--- src/isf_map.svh ---
`ifndef ISF_MAP_SVH
`define ISF_MAP_SVH

// Register byte offsets (low address byte)
`define ISF_OFS_STATUS   8'h00
`define ISF_OFS_CTRL     8'h04
`define ISF_OFS_COUNT    8'h08
`define ISF_OFS_RXHOLD   8'h0C
`define ISF_OFS_ISRC     8'h10
`define ISF_OFS_IRQST    8'h14
`define ISF_OFS_IRQMASK  8'h18

// Status flag positions, shared by status, irq status and irq mask
`define ISF_BIT_NACK     1
`define ISF_BIT_ACCESS_READY_FLAG     2
`define ISF_BIT_RECEIVE_READY_FLAG     3

// Control field positions
`define ISF_CTL_REPEAT   0
`define ISF_CTL_STOP     1
`define ISF_CTL_MASTER   2
`define ISF_CTL_FIFO     3
`define ISF_CTL_XMIT     4
`define ISF_CTL_GO       5

// Reset values
`define ISF_RST_CTRL     5'h00
`define ISF_RST_COUNT    16'h0000
`define ISF_RST_MASK     3'h0

// Interrupt source codes
`define ISF_CODE_NONE    3'h0
`define ISF_CODE_NACK    3'h2
`define ISF_CODE_ACCESS_READY_FLAG    3'h3
`define ISF_CODE_RECEIVE_READY_FLAG    3'h4

// Bits per byte on the serial bus, ninth clock carries the acknowledge
`define ISF_BITS_BYTE    4'h8

`endif

--- src/isf_pkg.sv ---
package isf_pkg;

  // Serial bus phase, one-hot
  typedef enum logic [2:0] {
    ISF_PH_IDLE = 3'b001,
    ISF_PH_DATA = 3'b010,
    ISF_PH_ACK  = 3'b100
  } isf_phase_t;

  // Register selector decoded from the bus address
  typedef enum logic [2:0] {
    ISF_REG_STATUS,
    ISF_REG_CTRL,
    ISF_REG_COUNT,
    ISF_REG_RXHOLD,
    ISF_REG_ISRC,
    ISF_REG_IRQST,
    ISF_REG_IRQMASK,
    ISF_REG_NONE
  } isf_reg_t;

endpackage

--- src/isf_sync.sv ---
`timescale 1ns/1ps

module isf_sync #(
  parameter int WIDTH = 2
) (
  input  wire logic             clk_sys,
  input  wire logic             reset,
  input  wire logic [WIDTH-1:0] async_in,
  output logic      [WIDTH-1:0] sync_out
);

  logic [WIDTH-1:0] meta_q;

  // Two flops per line; the first is read only by the second
  always_ff @(posedge clk_sys) begin
    if (reset) begin
      meta_q   <= '1;
      sync_out <= '1;
    end else begin
      meta_q   <= async_in;
      sync_out <= meta_q;
    end
  end

endmodule

--- src/isf_status.sv ---
// Decided for this implementation: the AHB-Lite interface to the registers and the address map.
`timescale 1ns/1ps
`include "isf_map.svh"

// Contract
// - Received byte moved sets receive ready, non-FIFO
// - CPU holding read clears; debug read does not
// - Writing one clears receive ready flag
// - Module reset clears receive and access ready
// - Access ready in master mode, registers consumed
// - Non-repeat, no stop: counter zero sets ready
// - Non-repeat with stop: issue STOP, flag untouched
// - Repeat mode: each transmitted byte sets ready
// - Starting to use registers clears access ready
// - Writing one clears access ready flag
// - Transmitter receiving no-acknowledge sets nack flag
// - Acknowledge received clears nack flag
// - Writing one clears nack flag
// - Flags pollable, each can raise interrupt
// - CPU source read with nack code clears
// - Module reset clears nack flag
module isf_status
  import isf_pkg::*;
(
  input  wire logic        clk_sys,
  input  wire logic        reset,
  input  wire logic        hsel,
  input  wire logic [31:0] haddr,
  input  wire logic [1:0]  htrans,
  input  wire logic        hwrite,
  input  wire logic [2:0]  hsize,
  input  wire logic [31:0] hwdata,
  input  wire logic        hready,
  output logic             hreadyout,
  output logic             hresp,
  output logic      [31:0] hrdata,
  input  wire logic        scl_pin,
  input  wire logic        sda_pin,
  input  wire logic        debug_access,
  output logic             stop_issue,
  output logic             irq
);

  // Address decode, used for both address-phase reads and data-phase writes
  function automatic isf_reg_t reg_decode(input logic [7:0] ofs);
    unique case (ofs)
      `ISF_OFS_STATUS:  reg_decode = ISF_REG_STATUS;
      `ISF_OFS_CTRL:    reg_decode = ISF_REG_CTRL;
      `ISF_OFS_COUNT:   reg_decode = ISF_REG_COUNT;
      `ISF_OFS_RXHOLD:  reg_decode = ISF_REG_RXHOLD;
      `ISF_OFS_ISRC:    reg_decode = ISF_REG_ISRC;
      `ISF_OFS_IRQST:   reg_decode = ISF_REG_IRQST;
      `ISF_OFS_IRQMASK: reg_decode = ISF_REG_IRQMASK;
      default:          reg_decode = ISF_REG_NONE;
    endcase
  endfunction

  logic        rx_ready_q;
  logic        acc_ready_q;
  logic        nack_q;
  logic [4:0]  ctrl_q;
  logic [15:0] count_q;
  logic [15:0] byte_cnt_q;
  logic [7:0]  rx_hold_q;
  logic [7:0]  shift_q;
  logic [3:0]  bit_cnt_q;
  logic [2:0]  irq_st_q;
  logic [2:0]  irq_mask_q;
  logic        wr_pend_q;
  isf_reg_t    wr_reg_q;
  logic        go_q;
  logic        stop_issue_q;
  logic        hresp_q;
  logic [31:0] hrdata_q;
  isf_phase_t  phase_q;
  logic [1:0]  pins_sync;
  logic        scl_prev_q;
  logic        sda_prev_q;
  logic [2:0]  src_code;
  logic [31:0] rd_data;

  wire repeat_mode = ctrl_q[`ISF_CTL_REPEAT];
  wire stop_req    = ctrl_q[`ISF_CTL_STOP];
  wire master_mode = ctrl_q[`ISF_CTL_MASTER];
  wire fifo_mode   = ctrl_q[`ISF_CTL_FIFO];
  wire xmit_mode   = ctrl_q[`ISF_CTL_XMIT];

  // Synchronised bus lines: bit 1 is clock, bit 0 is data
  isf_sync #(
    .WIDTH (2)
  ) u_sync (
    .clk_sys  (clk_sys),
    .reset    (reset),
    .async_in ({scl_pin, sda_pin}),
    .sync_out (pins_sync)
  );

  wire scl_s    = pins_sync[1];
  wire sda_s    = pins_sync[0];
  wire scl_rise = scl_s & ~scl_prev_q;
  wire start_ev = scl_s & scl_prev_q & sda_prev_q & ~sda_s;
  wire stop_ev  = scl_s & scl_prev_q & ~sda_prev_q & sda_s;
  wire byte_end = (phase_q == ISF_PH_ACK) & scl_rise;

  // Bus access qualifiers
  wire      acc_ok = hsel & hready & htrans[1];
  wire      rd_acc = acc_ok & ~hwrite;
  isf_reg_t rd_reg;
  assign rd_reg = reg_decode(haddr[7:0]);
  wire cpu_rd   = rd_acc & ~debug_access;
  wire rx_rd    = cpu_rd & (rd_reg == ISF_REG_RXHOLD);
  wire isrc_clr = cpu_rd & (rd_reg == ISF_REG_ISRC)
                  & (src_code == `ISF_CODE_NACK);
  wire irqst_rd = cpu_rd & (rd_reg == ISF_REG_IRQST);
  wire wr_stat  = wr_pend_q & (wr_reg_q == ISF_REG_STATUS);
  wire wr_ctrl  = wr_pend_q & (wr_reg_q == ISF_REG_CTRL);

  // Flag events
  wire rx_move  = byte_end & ~xmit_mode;
  wire receive_ready_flag_set = rx_move & ~fifo_mode;
  wire ack_ev   = byte_end & xmit_mode & ~sda_s;
  wire nack_ev  = byte_end & xmit_mode & sda_s;
  wire cnt_hit  = byte_end & master_mode & ~repeat_mode
                  & (byte_cnt_q == 16'h0001);
  wire access_ready_flag_set = (cnt_hit & ~stop_req)
                  | (byte_end & master_mode & repeat_mode & xmit_mode);
  wire [2:0] ev_vec = {receive_ready_flag_set, access_ready_flag_set, nack_ev};

  // Line history for edge and condition detection
  always_ff @(posedge clk_sys) begin
    if (reset) begin
      scl_prev_q <= 1'b1;
      sda_prev_q <= 1'b1;
    end else begin
      scl_prev_q <= scl_s;
      sda_prev_q <= sda_s;
    end
  end

  // Byte framing on the serial bus
  always_ff @(posedge clk_sys) begin
    if (reset) begin
      phase_q   <= ISF_PH_IDLE;
      bit_cnt_q <= 4'h0;
      shift_q   <= 8'h00;
    end else if (start_ev) begin
      phase_q   <= ISF_PH_DATA;
      bit_cnt_q <= 4'h0;
    end else if (stop_ev) begin
      phase_q   <= ISF_PH_IDLE;
    end else if (scl_rise) begin
      unique case (phase_q)
        ISF_PH_IDLE: begin
          phase_q <= ISF_PH_IDLE;
        end
        ISF_PH_DATA: begin
          shift_q   <= {shift_q[6:0], sda_s};
          bit_cnt_q <= bit_cnt_q + 4'h1;
          if (bit_cnt_q == `ISF_BITS_BYTE - 4'h1) begin
            phase_q <= ISF_PH_ACK;
          end
        end
        ISF_PH_ACK: begin
          phase_q   <= ISF_PH_DATA;
          bit_cnt_q <= 4'h0;
        end
        default: begin
          phase_q <= ISF_PH_IDLE;
        end
      endcase
    end
  end

  // Receive holding register takes the shifted byte
  always_ff @(posedge clk_sys) begin
    if (reset) begin
      rx_hold_q <= 8'h00;
    end else if (rx_move) begin
      rx_hold_q <= shift_q;
    end
  end

  // Receive ready flag, set wins over clear
  always_ff @(posedge clk_sys) begin
    if (reset) begin
      rx_ready_q <= 1'b0;
    end else if (receive_ready_flag_set) begin
      rx_ready_q <= 1'b1;
    end else if (rx_rd | (wr_stat & hwdata[`ISF_BIT_RECEIVE_READY_FLAG])) begin
      rx_ready_q <= 1'b0;
    end
  end

  // Access ready flag, meaningful only in master mode
  always_ff @(posedge clk_sys) begin
    if (reset) begin
      acc_ready_q <= 1'b0;
    end else if (access_ready_flag_set) begin
      acc_ready_q <= 1'b1;
    end else if (go_q | (wr_stat & hwdata[`ISF_BIT_ACCESS_READY_FLAG])) begin
      acc_ready_q <= 1'b0;
    end
  end

  // No-acknowledge flag, tracks the last answer while transmitting
  always_ff @(posedge clk_sys) begin
    if (reset) begin
      nack_q <= 1'b0;
    end else if (nack_ev) begin
      nack_q <= 1'b1;
    end else if (ack_ev | isrc_clr | (wr_stat & hwdata[`ISF_BIT_NACK])) begin
      nack_q <= 1'b0;
    end
  end

  // Control, count and mask registers
  always_ff @(posedge clk_sys) begin
    if (reset) begin
      ctrl_q     <= `ISF_RST_CTRL;
      count_q    <= `ISF_RST_COUNT;
      irq_mask_q <= `ISF_RST_MASK;
    end else if (wr_pend_q) begin
      if (wr_reg_q == ISF_REG_CTRL) begin
        ctrl_q <= hwdata[4:0];
      end
      if (wr_reg_q == ISF_REG_COUNT) begin
        count_q <= hwdata[15:0];
      end
      if (wr_reg_q == ISF_REG_IRQMASK) begin
        irq_mask_q <= hwdata[3:1];
      end
    end
  end

  // Go strobe marks the moment programmed values are taken into use
  always_ff @(posedge clk_sys) begin
    if (reset) begin
      go_q <= 1'b0;
    end else begin
      go_q <= wr_ctrl & hwdata[`ISF_CTL_GO];
    end
  end

  // Internal byte counter, loaded on go and counted down at each byte end in master mode until it reaches zero
  always_ff @(posedge clk_sys) begin
    if (reset) begin
      byte_cnt_q <= 16'h0000;
    end else if (go_q) begin
      byte_cnt_q <= count_q;
    end else if (byte_end & master_mode & (byte_cnt_q != 16'h0000)) begin
      byte_cnt_q <= byte_cnt_q - 16'h0001;
    end
  end

  // STOP request towards the bus engine when the count runs out
  always_ff @(posedge clk_sys) begin
    if (reset) begin
      stop_issue_q <= 1'b0;
    end else begin
      stop_issue_q <= cnt_hit & stop_req;
    end
  end

  // Sticky interrupt status, cleared by a CPU read; set wins
  always_ff @(posedge clk_sys) begin
    if (reset) begin
      irq_st_q <= 3'h0;
    end else if (irqst_rd) begin
      irq_st_q <= ev_vec;
    end else begin
      irq_st_q <= irq_st_q | ev_vec;
    end
  end

  // Interrupt line, high while an unmasked status bit is set
  always_ff @(posedge clk_sys) begin
    if (reset) begin
      irq <= 1'b0;
    end else begin
      irq <= |((irq_st_q | ev_vec) & irq_mask_q
               & ~({3{irqst_rd}} & ~ev_vec));
    end
  end

  // Interrupt source code, nack first
  always_comb begin
    if (nack_q) begin
      src_code = `ISF_CODE_NACK;
    end else if (acc_ready_q) begin
      src_code = `ISF_CODE_ACCESS_READY_FLAG;
    end else if (rx_ready_q) begin
      src_code = `ISF_CODE_RECEIVE_READY_FLAG;
    end else begin
      src_code = `ISF_CODE_NONE;
    end
  end

  // Read mux; status read itself has no side effect
  always_comb begin
    rd_data = 32'h0000_0000;
    unique case (rd_reg)
      ISF_REG_STATUS: begin
        rd_data[`ISF_BIT_RECEIVE_READY_FLAG] = rx_ready_q;
        rd_data[`ISF_BIT_ACCESS_READY_FLAG] = acc_ready_q;
        rd_data[`ISF_BIT_NACK] = nack_q;
      end
      ISF_REG_CTRL:    rd_data[4:0]  = ctrl_q;
      ISF_REG_COUNT:   rd_data[15:0] = count_q;
      ISF_REG_RXHOLD:  rd_data[7:0]  = rx_hold_q;
      ISF_REG_ISRC:    rd_data[2:0]  = src_code;
      ISF_REG_IRQST:   rd_data[3:1]  = irq_st_q;
      ISF_REG_IRQMASK: rd_data[3:1]  = irq_mask_q;
      ISF_REG_NONE:    rd_data       = 32'h0000_0000;
    endcase
  end

  // Bus slave: read data latched in the address phase, write held over
  always_ff @(posedge clk_sys) begin
    if (reset) begin
      wr_pend_q <= 1'b0;
      wr_reg_q  <= ISF_REG_NONE;
      hrdata_q  <= 32'h0000_0000;
      hresp_q   <= 1'b0;
    end else begin
      wr_pend_q <= acc_ok & hwrite;
      wr_reg_q  <= reg_decode(haddr[7:0]);
      hresp_q   <= 1'b0;
      if (rd_acc) begin
        hrdata_q <= rd_data;
      end
    end
  end

  assign hreadyout  = 1'b1;
  assign hresp      = hresp_q;
  assign hrdata     = hrdata_q;
  assign stop_issue = stop_issue_q;

  // Checks
  AST_RECEIVE_READY_FLAG_SET: assert property (@(posedge clk_sys) disable iff (reset)
    receive_ready_flag_set |=> rx_ready_q)
    else $error("receive ready not set after byte move");
  AST_RECEIVE_READY_FLAG_FIFO: assert property (@(posedge clk_sys) disable iff (reset)
    rx_move && fifo_mode && !rx_ready_q |=> !rx_ready_q)
    else $error("receive ready set in fifo mode");
  AST_RECEIVE_READY_FLAG_RD: assert property (@(posedge clk_sys) disable iff (reset)
    rx_rd && !receive_ready_flag_set |=> !rx_ready_q)
    else $error("receive ready not cleared by holding read");
  AST_RECEIVE_READY_FLAG_EMU: assert property (@(posedge clk_sys) disable iff (reset)
    rd_acc && debug_access && !wr_stat && !receive_ready_flag_set |=> $stable(rx_ready_q))
    else $error("debug read changed receive ready");
  AST_W1C: assert property (@(posedge clk_sys) disable iff (reset)
    wr_stat && hwdata[3] && hwdata[2] && hwdata[1] && ev_vec == 3'h0
    |=> !rx_ready_q && !acc_ready_q && !nack_q)
    else $error("write one did not clear flags");
  AST_W0: assert property (@(posedge clk_sys) disable iff (reset)
    wr_stat && hwdata[3:1] == 3'h0 && !go_q && !rx_rd && !isrc_clr && !ack_ev
    |=> rx_ready_q >= $past(rx_ready_q) && acc_ready_q >= $past(acc_ready_q)
        && nack_q >= $past(nack_q))
    else $error("write zero cleared a flag");
  AST_RESET: assert property (@(posedge clk_sys)
    reset |=> !rx_ready_q && !acc_ready_q && !nack_q && !irq)
    else $error("flags not cleared by reset");
  AST_ACCESS_READY_FLAG_CNT: assert property (@(posedge clk_sys) disable iff (reset)
    cnt_hit && !stop_req |=> acc_ready_q ##1 byte_cnt_q == 16'h0000 || go_q)
    else $error("access ready not set at count zero");
  AST_ACCESS_READY_FLAG_STP: assert property (@(posedge clk_sys) disable iff (reset)
    cnt_hit && stop_req
    |=> stop_issue && (acc_ready_q == $past(acc_ready_q) || $past(go_q)
        || $past(wr_stat)))
    else $error("stop not issued or access ready touched");
  AST_ACCESS_READY_FLAG_RM: assert property (@(posedge clk_sys) disable iff (reset)
    byte_end && master_mode && repeat_mode && xmit_mode |=> acc_ready_q)
    else $error("access ready not set in repeat mode");
  AST_ACCESS_READY_FLAG_GO: assert property (@(posedge clk_sys) disable iff (reset)
    wr_ctrl && hwdata[5] && !access_ready_flag_set ##1 !access_ready_flag_set |=> !acc_ready_q)
    else $error("access ready not cleared at go");
  AST_NACK: assert property (@(posedge clk_sys) disable iff (reset)
    nack_ev |=> nack_q && src_code == 3'h2)
    else $error("nack flag not set");
  AST_ACK: assert property (@(posedge clk_sys) disable iff (reset)
    ack_ev |=> !nack_q)
    else $error("nack flag not cleared by ack");
  AST_ISRC: assert property (@(posedge clk_sys) disable iff (reset)
    isrc_clr && !nack_ev |=> !nack_q)
    else $error("source read did not clear nack");
  AST_IRQ: assert property (@(posedge clk_sys) disable iff (reset)
    nack_ev && irq_mask_q[0] && !irqst_rd ##1 !irqst_rd |=> irq)
    else $error("interrupt not raised for nack");
  AST_STAT_RD: assert property (@(posedge clk_sys) disable iff (reset)
    rd_acc && rd_reg == ISF_REG_STATUS && ev_vec == 3'h0 && !wr_stat
    && !go_q && !ack_ev |=> $stable({rx_ready_q, acc_ready_q, nack_q}))
    else $error("status read changed a flag");

endmodule

--- config.mk ---
export PLATFORM = sky130hd
export DESIGN_NAME = isf_status
export DESIGN_NICKNAME = d
export VERILOG_FILES = /design/src/isf_pkg.sv /design/src/isf_sync.sv /design/src/isf_status.sv
export VERILOG_INCLUDE_DIRS = /design/src /design/src/src
export SDC_FILE = /design/constraint.sdc
export NUM_CORES = 1
export LEC_CHECK = 0
export ABC_AREA = 1
export BUFFER_PORTS_ARGS = -buffer_cell sky130_fd_sc_hd__buf_2
export CORE_MARGIN = 3
export CORE_UTILIZATION = 54
export CTS_CLUSTER_DIAMETER = 50
export DETAILED_ROUTE_END_ITERATION = 10
export GPL_ROUTABILITY_DRIVEN = 0
export HOLD_SLACK_MARGIN = 0.03
export PLACE_DENSITY = 0.81
export SYNTH_ARGS = -nofsm -noshare
export SYNTH_HDL_FRONTEND = slang
export SYNTH_SLANG_ARGS = --single-unit
--- constraint.sdc ---
create_clock -name clk_sys -period 1.5 [get_ports clk_sys]
set_input_delay 0.15 -clock clk_sys [delete_from_list [all_inputs] [get_ports clk_sys]]
set_output_delay 0.15 -clock clk_sys [all_outputs]
set_load 0.005 [all_outputs]
==> results.md, run 1 <==
- Largest family of logic cells by synthesized area: simple AND/OR/NAND/NOR gates
- Number of global-route vias before repair: 4559
- Slack of the worst reg-to-reg path: -0.03 ns
- DRC errors left: 0
- Final period util: 102%
- Switching portion of total power: 25.4%
- Run status: complete, but fails checks
- Hold EP: go_q
- #FFs+latches synth: 98
- Leakage: 2.73 nW
- Worst setup path start: wr_reg_q[2]
- # port buffers: 50
- Setup ws final: -0.0312 ns
- CTS sink count: 98
- Reg2reg path depth: 7
- First-pass GRT wire length: 20.3 mm
- Remaining Overflow, GRT: 0
- Cell area after synthesis: 4750 um^2
- Worst vdd ir: 0.549 mV
- FF-to-FF End: count_q[6]
- Placed insts: 847
- Power share of the sequential group: 55.4%
- Synth area leader: dfxtp_1
- Clk buf depth: 2
- Non-Filler Instances: 888
- Initial antenna violation count: 0
- Layout Nets: 859
- Core ar.: 8380 um^2
- Distinct cells, synth: 38
- DR iter-0 viols: 380
- Post-synthesis compound-gate area fraction: 15.6%
- ANT cells: 0
- Critical path peak fanout: 12
- Sequential element share of the synthesized area: 41.3%
- Worst r2r src: wr_reg_q[2]
- Synth Area in Adders: 1.05%
- Signal arrival time at the worst endpoint: 1.79 ns
- Clock power frac: 38.8%
- Synth Warn #: 0
- NetSw: 0.00121 W
- Final min period: 1.53 ns
- Hold_sp: hwdata[5]
- Fill count: 641
- Synth Area in XOR/XNOR: 1.29%
- CTS tree: built
- H-tree levels: 3
- WL per Instance: 14.9 um
- Clk_lat worst skew: 0.37 ns
- Antenna Nets Post-Route: 0
- All-Layer GR Usage: 24.7%
- Internal power contribution: 0.00354 W
- Crit path kind: flop to flop
- Largest net degree at the start of global routing: 38
- Area grow syn2layout: 24.0%
- Largest cells by area after synthesis: dfxtp_1 41%, nand2_1 8.7%, nor2_1 8.0%
- Syn_area_per_cell: 6.98 um^2
- DP HPWL: 9.00 mm
- FMAX: 653 MHz
- Final hold viol count: 0
- Worst clock skew: 0.00877 ns
- DIE HEIGHT: 99.8 um
- Power per cell area: 806 nW/um^2
- Die W: 99.8 um
- I/O pin count: 113
- Final WL: 13.3 mm
- Hold Path Class: input pin to flop
- Synth Area in Simple Gates: 29.3%
- Failing checks: setup timing
- Initial Utilization: 56.7%
- Area taken by flip-flops and latches: 1990 um^2
- Number of buffers created by CTS: 9
- RSZ-0062 raised after global routing: true
- Worst setup EP type: flop
- Required time of the critical path: 1.76 ns
- CP Launch Type: flop
- Pins Over Slew Limit: 0
- Synth Instances: 681
- Post-synth top area share: 41.3%
- DR pass1 iterations: 5
- Clock root cell: clkbuf_8
- Row count: 33
- Total of max-cap violations: 0
- Die ar.: 9960 um^2
- Multi-input gate area: 2510 um^2
- Via Count: 4965
- Multiplexer share of the synthesized area: 0%
- Setup Viol. Count Final: 4
- Cell depth of the worst hold path: 3
- Reg clk slew, reported paths: 0.11 ns
- Via/cell ratio: 5.59
- Share of layout cells above drive strength 1: 25.4%
- Logic pwr share: 5.7%
- Core Util, Final: 70.3%
-- sequential cells by signal, summed over array words and instances (netlist names), 3 cells and up --
register and count:
count_q 16, irq_st_q 3, phase_q 3, bit_cnt_q 4
hrdata 16, rx_hold_q 8, shift_q 8, ctrl_q 5
wr_reg_q 3, irq_mask_q 3, byte_cnt_q 16
-- layer usage --
metal | wire length (um) | part of all wire, % | global-route usage (%) | up-vias
met1 | 5430 | 41 | 31.6 | 2316
met2 | 6410 | 48 | 41.6 | 233
li1 | - | - | - | 2383
met4 | 343 | 2.6 | 8.30 | 0
met3 | 1080 | 8.1 | 5.14 | 33
met5 | 0 | 0 | 0 | -
-- worst max-delay path: stages (launching register included) --
cell and delay [ns]:
dfxtp_1 0.33, inv_1 0.05, nand2_1 0.09, nor2_2 0.33, clkinvlp_4 0.15, buf_4 0.19, o21ai_0 0.20, a21oi_1 0.07
-- synthesized netlist by cell type, drive strengths merged --
cell / count
inv: 74
a211oi: 1
o21ai: 70
nand2: 115
xnor2: 3
o221ai: 3
ha: 4
conb: 2
clkbuf: 12
buf: 28
o211ai: 1
o31ai: 1
clkinv: 2
nand4: 9
dfxtp: 98
nor2: 110
or2: 4
nor3: 10
xor2: 4
a21oi: 53
a31oi: 10
nor3b: 1
and3: 1
o211a: 1
nand3: 64
-- layout by cell type (no fill, tap or decap), types with 4 or more instances in the layout --
cell type	netlist	routed
inv_2	1	4
inv_1	73	66
dlygate4sd3_1	0	9
nand3_1	63	59
nor2_2	6	14
or2_2	4	4
buf_2	7	50
a21oi_1	52	48
nand2_1	110	101
nor2_4	2	9
a21oi_2	1	5
clkbuf_8	0	9
o21ai_0	68	68
nand2_2	2	10
nor2_1	101	86
buf_4	19	47
a31oi_1	10	10
nand3_2	1	4
xor2_1	4	4
dfxtp_1	98	83
nand4_1	9	9
nor3_1	10	8
dfxtp_2	0	12
conb_1	2	18
-- area by class of cell --
class	instances	share of cell area, %
multi-input cells	483	42.6
flip-flops and latches	98	33.7
repair buffers	109	12.6
inverters	76	5.08
well taps	105	2.23
clock buffers	9	2.10
clock inverters	7	1.49
repair inverters	1	0.127
-- cell families after synthesis --
kind of cell / after synthesis
fa+ha+maj: 4
simple gates: 314
other cells: 2
compound gates: 140
flops: 98
xor+xnor: 7
buf+inv: 116
-- worst max path at each step --
stage | endpoint | slack (ns) | cells after the start
after floorplan | byte_cnt_q[14] | 0.14 | 9
after global placement | byte_cnt_q[9] | 0.05 | 9
after detailed placement | byte_cnt_q[12] | -0.02 | 10
after CTS | byte_cnt_q[11] | 0.01 | 9
after global routing | byte_cnt_q[11] | -0.13 | 7
final | count_q[6] | -0.03 | 7
-- timing repair --
item | in CTS | in global routing
hold endpoints to repair | 8 | 0
setup buffers | 0 | 15
resized for setup | 6 | 75
hold buffers | 9 | 0
pin swaps | 0 | 19
setup endpoints to repair | 3 | 41
gates cloned | 0 | 1
-- power groups by stage --
stage | clock network, W | logic (W) | registers [W]
2_1_floorplan | 0 | 0.000165 | 0.00270
6_report | 0.00184 | 0.000272 | 0.00263
3_3_place_gp | 0 | 0.000236 | 0.00270
3_5_place_dp | 0 | 0.000244 | 0.00270
5_1_grt | 0.00196 | 0.000306 | 0.00264
4_1_cts | 0.00186 | 0.000263 | 0.00264
-- through the flow --
| step | setup WS, ns | TNS (ns) | hold slack (ns) | cell area, um^2 | total power [W] |
|---|---|---|---|---|---|
| after global placement | 0.0508 | 0 | 0.332 | 5230 | 0.00293 |
| after floorplan | 0.144 | 0 | 0.254 | 4810 | 0.00286 |
| after CTS | 0.0105 | 0 | 0.0314 | 5540 | 0.00476 |
| final | -0.0312 | -0.0706 | 0.0341 | 5890 | 0.00475 |
| after global routing | -0.132 | -1.60 | 0.0443 | 5890 | 0.00490 |
| after detailed placement | -0.0189 | -0.0189 | 0.341 | 5230 | 0.00294 |
No activity file was read; power rests on OpenSTA's default activity.
==> run 2, diff against run 1 <==
--- a/config.mk
+++ b/config.mk
@@ -8,6 +8,7 @@
 export LEC_CHECK = 0
 export ABC_AREA = 1
 export BUFFER_PORTS_ARGS = -buffer_cell sky130_fd_sc_hd__buf_2
+export CORE_ASPECT_RATIO = 0.9
 export CORE_MARGIN = 3
 export CORE_UTILIZATION = 54
 export CTS_CLUSTER_DIAMETER = 50
==> run 2 against run 1 <==
Effect of this change: critical endpoint is now byte_cnt_q[15]; non-clock buffer count down 9; critical path depth is 1 higher; sequential share of layout area grew 0.18 points; cell area fell by 1.3%; the flow still finishes with violations (setup timing); clock power increased by 3%.
==> results.md, run 2 (same netlist as run 1, synthesis figures left out) <==
- DR iter-0 viols: 535
- Crit path kind: flop to flop
- WL per Instance: 15.3 um
- FMAX: 630 MHz
- DIE HEIGHT: 95.0 um
- Final WL: 13.6 mm
- Cell depth of the worst hold path: 3
- Slowest library cell on the worst path: dfxtp_2
- Reg2reg path depth: 8
- H-tree levels: 3
- FF-to-FF End: byte_cnt_q[15]
- Reg clk slew, reported paths: 0.10 ns
- Crit-path max cell delay: 0.36 ns
- CTS sink count: 98
- Remaining Overflow, GRT: 0
- Share of layout cells above drive strength 1: 23.0%
- Worst vdd ir: 0.585 mV
- Worst r2r src: byte_cnt_q[13]
- Total of max-cap violations: 0
- Leakage: 2.68 nW
- First-pass GRT wire length: 20.5 mm
- Via/cell ratio: 5.60
- Commonest non-fill, non-tap cell in the layout: nand2_1
- Number of buffers created by CTS: 9
- Largest net degree at the start of global routing: 67
- Final hold viol count: 0
- Critical path peak fanout: 8
- Post-layout instance area: 5820 um^2
- Hold_ws: 0.0545 ns
- Worst clock skew: 0.0134 ns
- I/O pin count: 113
- Failing checks: setup timing
- Antenna Nets Post-Route: 0
- Required time of the critical path: 1.76 ns
- Initial antenna violation count: 0
- Pins Over Slew Limit: 0
- Final period util: 106%
- DP Worst Slack: -0.0421 ns
- Clock root cell: clkbuf_8
- DRC errors left: 0
- Final min period: 1.59 ns
- Setup ws final: -0.0882 ns
- Row count: 31
- Via Count: 4986
- CP Cell Sequence: nor2_4 > nand3_2 > nor2_4 > nand2_4 > nand3_4 > clkinvlp_4 > a21oi_2 > nor2_1
- Run status: complete, but fails checks
- DR pass1 iterations: 6
- Clk_lat worst skew: 0.37 ns
- Placed cell areas: 5240 um^2
- Layout Nets: 851
- Commonest non-fill, non-tap cells in the layout: 103 x nand2_1, 89 x dfxtp_1, 86 x nor2_1
- Grt peak-use layer: met2
- Number of global-route vias before repair: 4378
- Grt met3 use: 5.26%
- Die ar.: 9960 um^2
- DP HPWL: 8.82 mm
- Worst setup EP type: flop
- Met1 GRT Util: 34.3%
- Power per cell area: 826 nW/um^2
- ANT cells: 0
- # port buffers: 50
- Setup Viol. Count Final: 10
- Hold_sp: hwdata[14]
- RSZ-0062 raised after global routing: true
- Core ar.: 8300 um^2
- Signal arrival time at the worst endpoint: 1.85 ns
- Slack of the worst reg-to-reg path: -0.09 ns
- GR Layer Usage met2: 40.1%
- CP Launch Type: flop
- All-Layer GR Usage: 25.1%
- Hold EP: count_q[14]
- Hold Path Class: input pin to flop
- Clk buf depth: 2
- Most Frequent Cell on Critical Path: nor2_4
- Initial Utilization: 57.3%
- CTS tree: built
- Area grow syn2layout: 22.4%
- Die W: 105 um
[run 2: changes by cell type in the layout (fill, tap and decap cells not counted), moves of 3 or more]
cell and change:
dfxtp_2 -3, buf_4 -11, dfxtp_1 +6, dfxtp_4 -3
[run 2: final cells by class]
type / count / area (um^2)
Clock inverter: 5 / 85.1
Timing Repair Buffer: 100 / 693
Timing Repair inverter: 2 / 15.0
Fill cell: 619 / 2480
Clock buffer: 11 / 131
Tap cell: 115 / 144
Multi-Input combinational cell: 483 / 2480
Inverter: 76 / 295
Sequential cell: 98 / 1970
[run 2: routing by layer]
metal  vias up  part of all wire (%)
li1       2365                     -
met1      2252                    43
met2       309                    44
met3        60                   9.7
met4         0                   3.6
met5         -                     0
[run 2: worst max-delay path by stage]
stage / endpoint / start
floorplan: byte_cnt_q[14] / byte_cnt_q[0]
global placement: byte_cnt_q[5] / byte_cnt_q[0]
global route: byte_cnt_q[15] / byte_cnt_q[10]
detailed placement: byte_cnt_q[6] / byte_cnt_q[0]
CTS: byte_cnt_q[6] / byte_cnt_q[1]
finish: byte_cnt_q[15] / byte_cnt_q[13]
[run 2: what timing repair did]
| action | CTS | global route |
|---|---|---|
| hold buffers | 9 | 0 |
| endpoints found under the setup margin | 12 | 34 |
| gates cloned | 0 | 2 |
| pin swaps | 0 | 14 |
| buffers inserted | 0 | 6 |
| endpoints found under the hold margin | 8 | 0 |
| resized for setup | 8 | 58 |
[run 2: stage by stage]
stage | TNS, ns | std cells | power [W] | utilization (%)
global route | -1.67 | 890 | 0.00496 | 70.1
floorplan | 0 | 697 | 0.00286 | -
finish | -0.321 | 890 | 0.00480 | 70.1
global placement | 0 | 857 | 0.00293 | 63.1
detailed placement | -0.0972 | 857 | 0.00294 | 63.1
CTS | -0.00377 | 882 | 0.00481 | 67.0
[run 2: power breakdown]
part	switching, W	internal (W)	leakage (nW)
clock network	0.000938	0.000954	0.105
registers	0.0000145	0.00262	0.795
logic	0.000165	0.000109	1.78
total	0.00112	0.00369	2.68
[run 2: critical path: cells and delay by family, from the launching register on]
kind,cells,cell delay (ns)
AOI/OAI and AO/OA,1,0.19
buffers and inverters,1,0.20
and+or+nand+nor,6,0.73
DFF,1,0.36
